`src/design/abs_consts.vh`:
```
// Constants for the boundary-scan data register of the analog and port cells.
`ifndef ABS_CONSTS_VH
`define ABS_CONSTS_VH
`define ABS_CHAIN_LEN       141
`define ABS_POS_SLEEP       140
`define ABS_POS_CMP_RESULT  139
`define ABS_POS_MUX_SEL_EN  138
`define ABS_POS_INT_REF     137
`define ABS_POS_CONV_RESULT 136
`define ABS_POS_RSV_A       135
`define ABS_POS_CONV_CLK    134
`define ABS_POS_TEST_EN     133
`define ABS_POS_RSV_B       132
`define ABS_POS_REF_CONV    131
`define ABS_POS_CONV_EN     130
`define ABS_POS_GAIN_PWR    129
`define ABS_POS_LEVEL_MSB   128
`define ABS_POS_LEVEL_LSB   119
`define ABS_POS_BYPASS      118
`define ABS_POS_HOLD        114
`define ABS_POS_PASSGATE    101
`define ABS_POS_CHAN_MSB    112
`define ABS_POS_CHAN_LSB    105
`define ABS_POS_CMP_LATCH_PRECHARGE_N_N     100
`define ABS_POS_PORTB_TOP   96
`define ABS_POS_PORTA_TOP   23
`define ABS_PORT_BITS       8
`define ABS_TAP_FIRST_PC    2
`define ABS_TAP_LAST_PC     5
`define ABS_LEVEL_MID       10'h200
`define ABS_DUMMY_CMPS      10
`define ABS_SETTLE_NS       200
`define ABS_CLK_NS          20
`define ABS_SETTLE_CYC      ((`ABS_SETTLE_NS + `ABS_CLK_NS - 1) / `ABS_CLK_NS)
`define ABS_ST_RESET        4'h0
`define ABS_ST_IDLE         4'h1
`define ABS_ST_SEL_DR       4'h2
`define ABS_ST_CAP_DR       4'h3
`define ABS_ST_SHIFT_DR     4'h4
`define ABS_ST_EXIT1_DR     4'h5
`define ABS_ST_PAUSE_DR     4'h6
`define ABS_ST_EXIT2_DR     4'h7
`define ABS_ST_UPD_DR       4'h8
`define ABS_ST_SEL_IR       4'h9
`define ABS_ST_CAP_IR       4'ha
`define ABS_ST_SHIFT_IR     4'hb
`define ABS_ST_EXIT1_IR     4'hc
`define ABS_ST_PAUSE_IR     4'hd
`define ABS_ST_EXIT2_IR     4'he
`define ABS_ST_UPD_IR       4'hf
`endif

```
`src/design/abs_chain.v`:
```
// Boundary-scan data register with analog converter cells and port cells.
`timescale 1ns/10ps
`include "abs_consts.vh"
module abs_chain #(
   parameter LEN = `ABS_CHAIN_LEN
) (
   // Clock and reset
   input  wire           sys_clk,
   input  wire           arst_n,
   // Test access pins
   input  wire           tck,
   input  wire           tms,
   input  wire           tdi,
   input  wire           chain_selected,
   output reg            tdo_out,
   output reg            tdo_oe,
   // Observed device signals, captured into the chain
   input  wire [LEN-1:0] capture_bits,
   input  wire           analog_cmp_result,
   input  wire           analog_above_level,
   // Cell outputs applied to the device
   output reg  [LEN-1:0] update_cells,
   output reg            converter_ready,
   output reg            conv_cmp_result
);
   // ---------------------------------------------------------------------
   // Pin synchronisers
   // ---------------------------------------------------------------------
   reg  [2:0] tck_sync_reg;
   reg  [2:0] tms_sync_reg;
   reg  [2:0] tdi_sync_reg;
   reg        tck_level_reg;
   reg        tms_level_reg;
   reg        tdi_level_reg;
   reg  [2:0] acmp_sync_reg;
   reg        acmp_level_reg;
   wire       tck_rise;
   wire       tck_fall;

   always @(posedge sys_clk or negedge arst_n) begin
      if (!arst_n) begin
         tck_sync_reg  <= 3'h0;
         tms_sync_reg  <= 3'h7;
         tdi_sync_reg  <= 3'h0;
         tck_level_reg <= 1'b0;
         tms_level_reg <= 1'b1;
         tdi_level_reg <= 1'b0;
         acmp_sync_reg  <= 3'h0;
         acmp_level_reg <= 1'b0;
      end else begin
         // The comparator output is analog and asynchronous to this clock.
         acmp_sync_reg <= {acmp_sync_reg[1:0], analog_cmp_result};
         if (acmp_sync_reg[1] == acmp_sync_reg[2]) begin
            acmp_level_reg <= acmp_sync_reg[2];
         end
         tck_sync_reg <= {tck_sync_reg[1:0], tck};
         tms_sync_reg <= {tms_sync_reg[1:0], tms};
         tdi_sync_reg <= {tdi_sync_reg[1:0], tdi};
         if (tck_sync_reg[1] == tck_sync_reg[2]) begin
            tck_level_reg <= tck_sync_reg[2];
         end
         if (tms_sync_reg[1] == tms_sync_reg[2]) begin
            tms_level_reg <= tms_sync_reg[2];
         end
         if (tdi_sync_reg[1] == tdi_sync_reg[2]) begin
            tdi_level_reg <= tdi_sync_reg[2];
         end
      end
   end

   assign tck_rise = (tck_sync_reg[1] == tck_sync_reg[2]) && tck_sync_reg[2] && !tck_level_reg;
   assign tck_fall = (tck_sync_reg[1] == tck_sync_reg[2]) && !tck_sync_reg[2] && tck_level_reg;

   // ---------------------------------------------------------------------
   // Controller state machine
   // ---------------------------------------------------------------------
   reg [3:0] state_reg;
   reg [3:0] state_next;

   function [3:0] tap_next;
      input [3:0] st;
      input       m;
      begin
         case (st)
            `ABS_ST_RESET:    tap_next = m ? `ABS_ST_RESET    : `ABS_ST_IDLE;
            `ABS_ST_IDLE:     tap_next = m ? `ABS_ST_SEL_DR   : `ABS_ST_IDLE;
            `ABS_ST_SEL_DR:   tap_next = m ? `ABS_ST_SEL_IR   : `ABS_ST_CAP_DR;
            `ABS_ST_CAP_DR:   tap_next = m ? `ABS_ST_EXIT1_DR : `ABS_ST_SHIFT_DR;
            `ABS_ST_SHIFT_DR: tap_next = m ? `ABS_ST_EXIT1_DR : `ABS_ST_SHIFT_DR;
            `ABS_ST_EXIT1_DR: tap_next = m ? `ABS_ST_UPD_DR   : `ABS_ST_PAUSE_DR;
            `ABS_ST_PAUSE_DR: tap_next = m ? `ABS_ST_EXIT2_DR : `ABS_ST_PAUSE_DR;
            `ABS_ST_EXIT2_DR: tap_next = m ? `ABS_ST_UPD_DR   : `ABS_ST_SHIFT_DR;
            `ABS_ST_UPD_DR:   tap_next = m ? `ABS_ST_SEL_DR   : `ABS_ST_IDLE;
            `ABS_ST_SEL_IR:   tap_next = m ? `ABS_ST_RESET    : `ABS_ST_CAP_IR;
            `ABS_ST_CAP_IR:   tap_next = m ? `ABS_ST_EXIT1_IR : `ABS_ST_SHIFT_IR;
            `ABS_ST_SHIFT_IR: tap_next = m ? `ABS_ST_EXIT1_IR : `ABS_ST_SHIFT_IR;
            `ABS_ST_EXIT1_IR: tap_next = m ? `ABS_ST_UPD_IR   : `ABS_ST_PAUSE_IR;
            `ABS_ST_PAUSE_IR: tap_next = m ? `ABS_ST_EXIT2_IR : `ABS_ST_PAUSE_IR;
            `ABS_ST_EXIT2_IR: tap_next = m ? `ABS_ST_UPD_IR   : `ABS_ST_SHIFT_IR;
            `ABS_ST_UPD_IR:   tap_next = m ? `ABS_ST_SEL_DR   : `ABS_ST_IDLE;
            default:          tap_next = `ABS_ST_RESET;
         endcase
      end
   endfunction

   always @* begin
      state_next = state_reg;
      if (tck_rise) begin
         state_next = tap_next(state_reg, tms_level_reg);
      end
   end

   always @(posedge sys_clk or negedge arst_n) begin
      if (!arst_n) begin
         state_reg <= `ABS_ST_RESET;
      end else begin
         state_reg <= state_next;
      end
   end

   // ---------------------------------------------------------------------
   // Shift register and update latch
   // ---------------------------------------------------------------------
   // The cell map is fixed by position: converter cells from 97 to 140, port B
   // from 96, port D, port C without the four test pins, then port A reversed
   // so that its pin 0 lands on cells 2..0 next to the serial output.
   reg  [LEN-1:0] shift_reg;
   reg  [LEN-1:0] captured;
   wire           shift_pulse;
   wire           fifo_out_valid;
   wire           fifo_out_data;
   wire           fifo_in_ready;

   always @* begin
      captured = capture_bits;
      captured[`ABS_POS_CMP_RESULT]  = acmp_level_reg;
      captured[`ABS_POS_CONV_RESULT] = conv_cmp_result;
   end

   assign shift_pulse = tck_rise && chain_selected && (state_reg == `ABS_ST_SHIFT_DR);

   always @(posedge sys_clk or negedge arst_n) begin
      if (!arst_n) begin
         shift_reg <= {LEN{1'b0}};
      end else if (tck_rise && chain_selected && state_reg == `ABS_ST_CAP_DR) begin
         shift_reg <= captured;
      end else if (shift_pulse && fifo_in_ready) begin
         shift_reg <= {tdi_level_reg, shift_reg[LEN-1:1]};
      end
   end

   // Shifted-out bits queue here; the output pin takes one per falling edge.
   abs_fifo #(
      .WIDTH (1),
      .DEPTH (16),
      .AW    (4)
   ) u_out_fifo (
      .sys_clk   (sys_clk),
      .arst_n    (arst_n),
      .in_valid  (shift_pulse),
      .in_ready  (fifo_in_ready),
      .in_data   (shift_reg[0]),
      .out_valid (fifo_out_valid),
      .out_ready (tck_fall),
      .out_data  (fifo_out_data)
   );

   always @(posedge sys_clk or negedge arst_n) begin
      if (!arst_n) begin
         tdo_out <= 1'b0;
         tdo_oe  <= 1'b0;
      end else if (tck_fall) begin
         tdo_out <= fifo_out_valid ? fifo_out_data : tdo_out;
         tdo_oe  <= chain_selected && (state_reg == `ABS_ST_SHIFT_DR);
      end
   end

   always @(posedge sys_clk or negedge arst_n) begin
      if (!arst_n) begin
         update_cells <= {LEN{1'b0}};
      end else if (state_reg == `ABS_ST_RESET) begin
         update_cells <= {LEN{1'b0}};
      end else if (tck_fall && chain_selected && state_reg == `ABS_ST_UPD_DR) begin
         update_cells <= shift_reg;
      end
   end

   // ---------------------------------------------------------------------
   // Converter behaviour driven by the cells
   // ---------------------------------------------------------------------
   localparam [31:0] DUMMY_INIT  = `ABS_DUMMY_CMPS;
   localparam [31:0] SETTLE_INIT = `ABS_SETTLE_CYC;
   reg        conv_en_prev_reg;
   reg [3:0]  dummy_cnt_reg;
   reg [7:0]  settle_cnt_reg;
   reg        held_above_reg;
   wire       conv_en;
   wire       track_n;
   wire       cmp_latch_precharge_n_n;

   assign conv_en = update_cells[`ABS_POS_CONV_EN];
   assign track_n = update_cells[`ABS_POS_HOLD];
   assign cmp_latch_precharge_n_n = update_cells[`ABS_POS_CMP_LATCH_PRECHARGE_N_N];

   always @(posedge sys_clk or negedge arst_n) begin
      if (!arst_n) begin
         conv_en_prev_reg <= 1'b0;
         dummy_cnt_reg    <= 4'h0;
         settle_cnt_reg   <= 8'h00;
         converter_ready  <= 1'b0;
         held_above_reg   <= 1'b0;
         conv_cmp_result  <= 1'b0;
      end else begin
         conv_en_prev_reg <= conv_en;
         if (!conv_en) begin
            dummy_cnt_reg   <= 4'h0;
            settle_cnt_reg  <= 8'h00;
            converter_ready <= 1'b0;
         end else if (!conv_en_prev_reg) begin
            dummy_cnt_reg   <= DUMMY_INIT[3:0];
            settle_cnt_reg  <= SETTLE_INIT[7:0];
         end else begin
            if (dummy_cnt_reg != 4'h0) begin
               dummy_cnt_reg <= dummy_cnt_reg - 4'h1;
            end
            if (settle_cnt_reg != 8'h00) begin
               settle_cnt_reg <= settle_cnt_reg - 8'h01;
            end
            converter_ready <= (dummy_cnt_reg == 4'h0) && (settle_cnt_reg == 8'h00);
         end
         if (!track_n) begin
            held_above_reg <= analog_above_level;
         end
         if (!cmp_latch_precharge_n_n) begin
            conv_cmp_result <= 1'b0;
         end else if (converter_ready) begin
            conv_cmp_result <= track_n ? held_above_reg : analog_above_level;
         end
      end
   end
endmodule // abs_chain

```
`src/design/abs_fifo.v`:
```
// Parameterised valid/ready FIFO.
`timescale 1ns/10ps
module abs_fifo #(
   parameter WIDTH = 1,
   parameter DEPTH = 16,
   parameter AW    = 4
) (
   // Clock and reset
   input  wire             sys_clk,
   input  wire             arst_n,
   // Fill side
   input  wire             in_valid,
   output wire             in_ready,
   input  wire [WIDTH-1:0] in_data,
   // Drain side
   output wire             out_valid,
   input  wire             out_ready,
   output wire [WIDTH-1:0] out_data
);
   reg [WIDTH-1:0] mem [0:DEPTH-1];
   reg [AW-1:0]    wr_ptr_reg;
   reg [AW-1:0]    rd_ptr_reg;
   reg [AW:0]      count_reg;
   wire            do_wr;
   wire            do_rd;

   assign in_ready  = (count_reg != DEPTH[AW:0]);
   assign out_valid = (count_reg != {(AW+1){1'b0}});
   assign out_data  = mem[rd_ptr_reg];
   assign do_wr     = in_valid & in_ready;
   assign do_rd     = out_valid & out_ready;

   always @(posedge sys_clk) begin
      if (do_wr) begin
         mem[wr_ptr_reg] <= in_data;
      end
   end

   always @(posedge sys_clk or negedge arst_n) begin
      if (!arst_n) begin
         wr_ptr_reg <= {AW{1'b0}};
         rd_ptr_reg <= {AW{1'b0}};
         count_reg  <= {(AW+1){1'b0}};
      end else begin
         if (do_wr) begin
            wr_ptr_reg <= (wr_ptr_reg == DEPTH[AW-1:0] - 1'b1) ? {AW{1'b0}} : wr_ptr_reg + 1'b1;
         end
         if (do_rd) begin
            rd_ptr_reg <= (rd_ptr_reg == DEPTH[AW-1:0] - 1'b1) ? {AW{1'b0}} : rd_ptr_reg + 1'b1;
         end
         if (do_wr && !do_rd) begin
            count_reg <= count_reg + 1'b1;
         end else if (do_rd && !do_wr) begin
            count_reg <= count_reg - 1'b1;
         end
      end
   end
endmodule // abs_fifo

```
`config.mk`:
```
export PLATFORM = sky130hd
export DESIGN_NAME = abs_chain
export DESIGN_NICKNAME = d
export VERILOG_FILES = /design/src/design/abs_chain.v /design/src/design/abs_fifo.v
export VERILOG_INCLUDE_DIRS = /design/src /design/src/design
export SDC_FILE = /design/constraint.sdc
export NUM_CORES = 1
export LEC_CHECK = 0
export BUFFER_PORTS_ARGS = -buffer_cell sky130_fd_sc_hd__buf_2
export CELL_PAD_IN_SITES_DETAIL_PLACEMENT = 0
export CELL_PAD_IN_SITES_GLOBAL_PLACEMENT = 1
export CORE_ASPECT_RATIO = 1.4
export CORE_MARGIN = 2
export CORE_UTILIZATION = 40
export CTS_BUF_LIST = sky130_fd_sc_hd__clkbuf_8
export DETAILED_ROUTE_END_ITERATION = 8
export PLACE_DENSITY_LB_ADDON = 0.1
export SETUP_SLACK_MARGIN = 0.4
export SYNTH_ARGS = -nofsm -noshare
export SYNTH_HDL_FRONTEND = slang
export SYNTH_SLANG_ARGS = --single-unit
```
`constraint.sdc`:
```
create_clock -name sys_clk -period 2.65 [get_ports sys_clk]
set_input_delay 0.53 -clock sys_clk [delete_from_list [all_inputs] [get_ports sys_clk]]
set_output_delay 0.53 -clock sys_clk [all_outputs]
set_load 0.01 [all_outputs]
```
; Yosys cells after proc, flatten, opt, wreduce, memory -nomap -nowiden
; Memories as Yosys holds them, arrays and structs flattened. A register that Yosys moved wholly into a read port is not among the register bits.
; Cells that the tools add are included.
[word_totals]
ff_bits = 332
ramBits = 16
out_inout_bits = 145
word_cells = 122
n_memories = 1
[op_classes]
add_sub_neg = 6
eq_ne = 26
n_mux = 34
bitwise = 2
reduce_logical = 32
[mem_list]
columns = name, depth, width, rd, rd_ports_with_merged_regs, write_ports, line_no
row1 = u_out_fifo.mem, 16, 1, 1, 1, 1, abs_fifo.v:20  ; reg [WIDTH-1:0] mem [0:DEPTH-1];
[ops]
columns = cell, count
row1 = $mux 141, 4
row2 = $pmux 4 s12, 1
row3 = $eq 4x4->1 const B, 10
row4 = $mux 4, 9
row5 = $mux 8, 3
row6 = $eq 4x3->1 const B, 4
row7 = $logic_and 1x1->1, 14
row8 = $mux 1, 10
row9 = $mux 5, 2
row10 = $add 4x1->4 const B, 2
row11 = $eq 4x2->1 const B, 2
row12 = $logic_not 4->1, 2
row13 = $logic_not 8->1, 1
row14 = $reduce_bool 8->1, 1
row15 = $sub 8x1->8 const B, 1
row16 = $mux 2, 3
row17 = $mux 3, 2
row18 = $ne 3x2->1 const B, 2
row19 = $reduce_bool 2->1, 3
row20 = $add 5x1->5 const B, 1
row21 = $logic_not 1->1, 5
row22 = $ne 5x5->1 const B, 1
row23 = $reduce_bool 5->1, 1
row24 = $sub 5x1->5 const B, 1
row25 = 9 further kinds, 15

; Depth between registers and ports, before layout
[logic_depth]
depth_word = 10
depth_mapped = 13

; Cells and area by module
; A second synthesis with hierarchy kept.
[unflattened]
cells_unflattened = 1369
hier_area_um2 = 14762.9
[by_module_without_submodules]
columns = module, instances, cells_each, area_per_inst_um2, seq_area_each_um2
row1 = abs_chain, 1, 1243, 13246.5, 8012.7
row2 = abs_fifo, 1, 126, 1516.5, 805.8

; Least setup slack after synthesis
; No wires, ideal clock.
[synth_path]
kind = flip-flop to flip-flop
from = register u_out_fifo.count_reg[1]
to = register u_out_fifo.count_reg[4]
setup_time_ps = 80
arrival_ps = 2837
setup_slack_ps = -267
stages_incl_launch_ff = 13
path_buffers = 2
synth_period_minus_slack_ps = 2917
cell_sequence = dfrtp_1 -> or4_4 -> o2111ai_2 -> inv_2 -> buf_6 -> buf_2 -> ha_1 -> inv_1 -> ha_1 -> a21o_1 -> a21oi_1 -> mux2i_1 -> xnor2_1
[synth_between]
elab_chain_len = 5
word_cells_on_any_way = 13
[synth_rtl]
columns = item, line_no
row1 = from (decl), abs_fifo.v:23  ; reg [AW:0] count_reg;
row2 = from (signal assigned), abs_fifo.v:43  ; count_reg <= {(AW+1){1'b0}};
row3 = from (signal assigned), abs_fifo.v:52  ; count_reg <= count_reg + 1'b1;
row4 = from (signal assigned), abs_fifo.v:54  ; count_reg <= count_reg - 1'b1;
row5 = $ne 5x5->1 *, abs_fifo.v:27  ; assign in_ready = (count_reg != DEPTH[AW:0]);
row6 = $and 1x1->1 *, abs_fifo.v:30  ; assign do_wr = in_valid & in_ready;
row7 = net u_out_fifo.do_wr, abs_fifo.v:24  ; wire do_wr;
row8 = $logic_not 1->1, abs_fifo.v:53  ; end else if (do_rd && !do_wr) begin
row9 = $logic_and 1x1->1, abs_fifo.v:53
row10 = $reduce_bool 2->1 (no line), n/a
; Mark *: on every way through the listed nets, which the timed path passes. The rest lies on a longest branch. The select of a mux whose other input is x is not followed.
; A chain may end at the register's enable or synchronous reset.

; Final worst setup path
[layout_path]
from = register u_out_fifo.count_reg[2]
to = register u_out_fifo.count_reg[4]
[layout_between]
elab_chain_len = 5
word_cells_on_any_way = 13
[layout_rtl]
columns = item
row1 = "parallel branches: the longest is 5 deep, another holds $sub 5x1->5"
; Parallel ways; which one is timed is not known. The select of a mux whose other input is x is not followed.

==> run metrics <==
crit path kind reg2reg; fmax ~0.4 GHz; Most used DFF post-synth dfrtp_1; top cell type's share of synthesized area roughly 58%; initial drt markers between 700 and 800; Final Util about 53%; Synth Register Bits 349; worst-case reg-to-reg path depth 11; Die Wd between 150 and 200 um; FFs w/ async S/R, synth between 90% and 100%; worst hold-check path type in2reg; hold_ws roughly 0.043 ns; dpl cell area ~16000 um2; period utilisation layout a little over nine tenths; maximum clock path buffer count 3; Seq/Total Area, Yosys between 60% and 70%; die area ~37000 um2; vias post-DR 11252; clock slew at reported path FFs ~0.070 ns; Slew HR between 40% and 50%; final wirelength between 40 and 50 mm; P&R area growth vs syn 30.53%; worst vdd ir 832.4 uV; DRC errors left 0; Worst-Skew Late Latency 0.60 ns; CP Max Fanout 3; first-pass GRT wire length ~65 mm; Ports 294; commonest non-fill, non-tap cells in the layout dfrtp_1 (329), buf_2 (290), a22o_1 (141), inv_1 (100), nand2_1 (99); FILL cells about 3200; share of cells above drive strength 1 35.17%; final instance area ~19000 um2; Netlist cell types between 60 and 70; WHS Path Cells 1; CTS buffer count 54; Yosys warnings 0; synthesized area between 10000 and 15000 um2; Critical Path End Type flop; leading post-synthesis cells by cell area dfrtp_1 (58%), a22o_1 (8.6%), a22oi_1 (3.7%); Remaining Overflow, GRT 0; initial antenna violation count 11; root buffer cell clkbuf_8; initial core utilization between 40% and 50%; max-slew violation count 0; Final Critical Period between 2 and 3 ns; PD cells ~830 nW/um2; placed cells roughly 1900; largest net degree at the start of global routing ~110; Post-DP HPWL ~25 mm; H-Tree Depth 2; Die Y between 200 and 250 um; area leader, netlist dfrtp_1; max cap viols 0; routed length per instance approximately 22 um; number of flops mapped to enable cells by yosys 16; Leak Pwr between 9 and 10 nW; status finished clean; number of port buffers roughly 290; Syn Inst Count around 1200; final cell count without fillers 2055; TritonRoute pass-1 iters 5; RSZ-0062 raised after global routing yes; Worst Path Required between 3 and 4 ns; vias in the first global route about 11000; CTS tree yes; Final Hold Fails 0; Worst Path Arrival ~3.1 ns; Startpoint Class flop; CTS Sinks approximately 350; most common cell after layout, fill and taps aside dfrtp_1; setup violators final 0; Clock Skews ~0.015 ns; vias per inst 5.475; Core Area 35070 um2; fin nets 1718; Mean Syn Cell Area approximately 12 um2; syn_nets around 1400; ANT nets after route 0; Global Route Usage Sum between 20% and 30%; placer's final routability congestion estimate roughly 0.77; worst-margin pin slew approximately 0.8 ns; # rows 81
==> worst paths after layout <==
check                                                     from                             endpoint  slack [ns]
hold / removal                                             tck            tck_sync_reg[0]$_DFF_PN0_        0.04
setup reg to reg           u_out_fifo.count_reg[2]$_DFFE_PN0P_  u_out_fifo.count_reg[4]$_DFFE_PN0P_        0.09
hold reg to reg                     acmp_sync_reg[0]$_DFF_PN0_           acmp_sync_reg[1]$_DFF_PN0_        0.35
min in group asynchronous                               arst_n         update_cells[18]$_DFFE_PN0P_        0.46
max in group asynchronous                               arst_n            shift_reg[79]$_DFFE_PN0P_        1.37
setup / recovery           u_out_fifo.count_reg[2]$_DFFE_PN0P_  u_out_fifo.count_reg[4]$_DFFE_PN0P_        0.09
==> repair_timing <==
| action | in CTS | in global routing |
|---|---|---|
| pin swaps | 6 | 79 |
| setup buffers | 4 | 14 |
| gates cloned | 5 | 13 |
| hold buffers | 4 | 0 |
| setup endpoints to repair | 115 | 155 |
| endpoints found under the hold margin | 54 | 0 |
| resized for setup | 9 | 166 |
==> cell usage after synthesis, drive strengths merged (15+ instances only) <==
library cell and number:
nand2 104, nand3 72, a21oi 15, inv 85
buf 48, clkbuf 50, a22o 141, edfxtp 16
a22oi 70, dfrtp 329, o21ai 85, o211ai 63
nor2 18
==> metrics by stage <==
stage | setup WS (ns) | setup TNS (ns) | power (mW)
after floorplan | -0.02455 | -0.04568 | 9.309
after global placement | 0.03155 | 0 | 10.44
after detailed placement | 0.03379 | 0 | 10.52
after CTS | 0.06289 | 0 | 15.34
after global routing | -0.06189 | -0.06189 | 16.43
final | 0.08767 | 0 | 15.49
==> final cells by class <==
class / count / area [um2] / area share [%]
clock buffer: 68 / 935.9 / 5.020
multi-input combinational: 698 / 5229 / 28.05
antenna: 4 / 10.01 / 0.05369
inverter: 85 / 324.1 / 1.738
tap: 456 / 570.5 / 3.060
timing repair buffer: 367 / 2557 / 13.72
clock inverter: 28 / 198.9 / 1.067
sequential: 349 / 8818 / 47.30
==> worst max-delay path, cell delays in order (launching register included) <==
cell,delay [ns]
dfrtp_1,0.38
or4_4,0.59
o2111ai_4,0.26
inv_4,0.06
ha_4,0.17
inv_4,0.06
buf_6,0.10
ha_4,0.20
a21o_1,0.17
a21oi_2,0.13
mux2i_1,0.22
xnor2_1,0.13
==> report_power, final <==
part | total [mW] | leakage, nW | internal (mW) | switching (mW)
combinational | 3.34 | 4.04 | 1.31 | 2.03
clock | 4.72 | 0.646 | 2.59 | 2.12
sequential | 7.43 | 4.41 | 6.49 | 0.946
==> kinds of logic after synthesis <==
logic type                 after synthesis  share of synthesized area [%]
AOI/OAI and AO/OA                      405                          20.90
xor gates and xnor gates                11                         0.6745
adders and majority gates               17                          1.489
buffers and inverters                  183                          5.405
DFF                                    349                          61.74
muxes                                   13                          1.296
and+or+nand+nor                        251                          8.497
==> layer usage <==
metal | vias up | global-route usage (%) | share of wire (%)
met2 | 322 | 36.74 | 51
met1 | 5686 | 28.13 | 40
met4 | 12 | 9.055 | 3.1
li1 | 5138 | - | -
met3 | 94 | 6.140 | 6.4
met5 | - | 0 | 0.16
(Power assumes the default switching activity.)
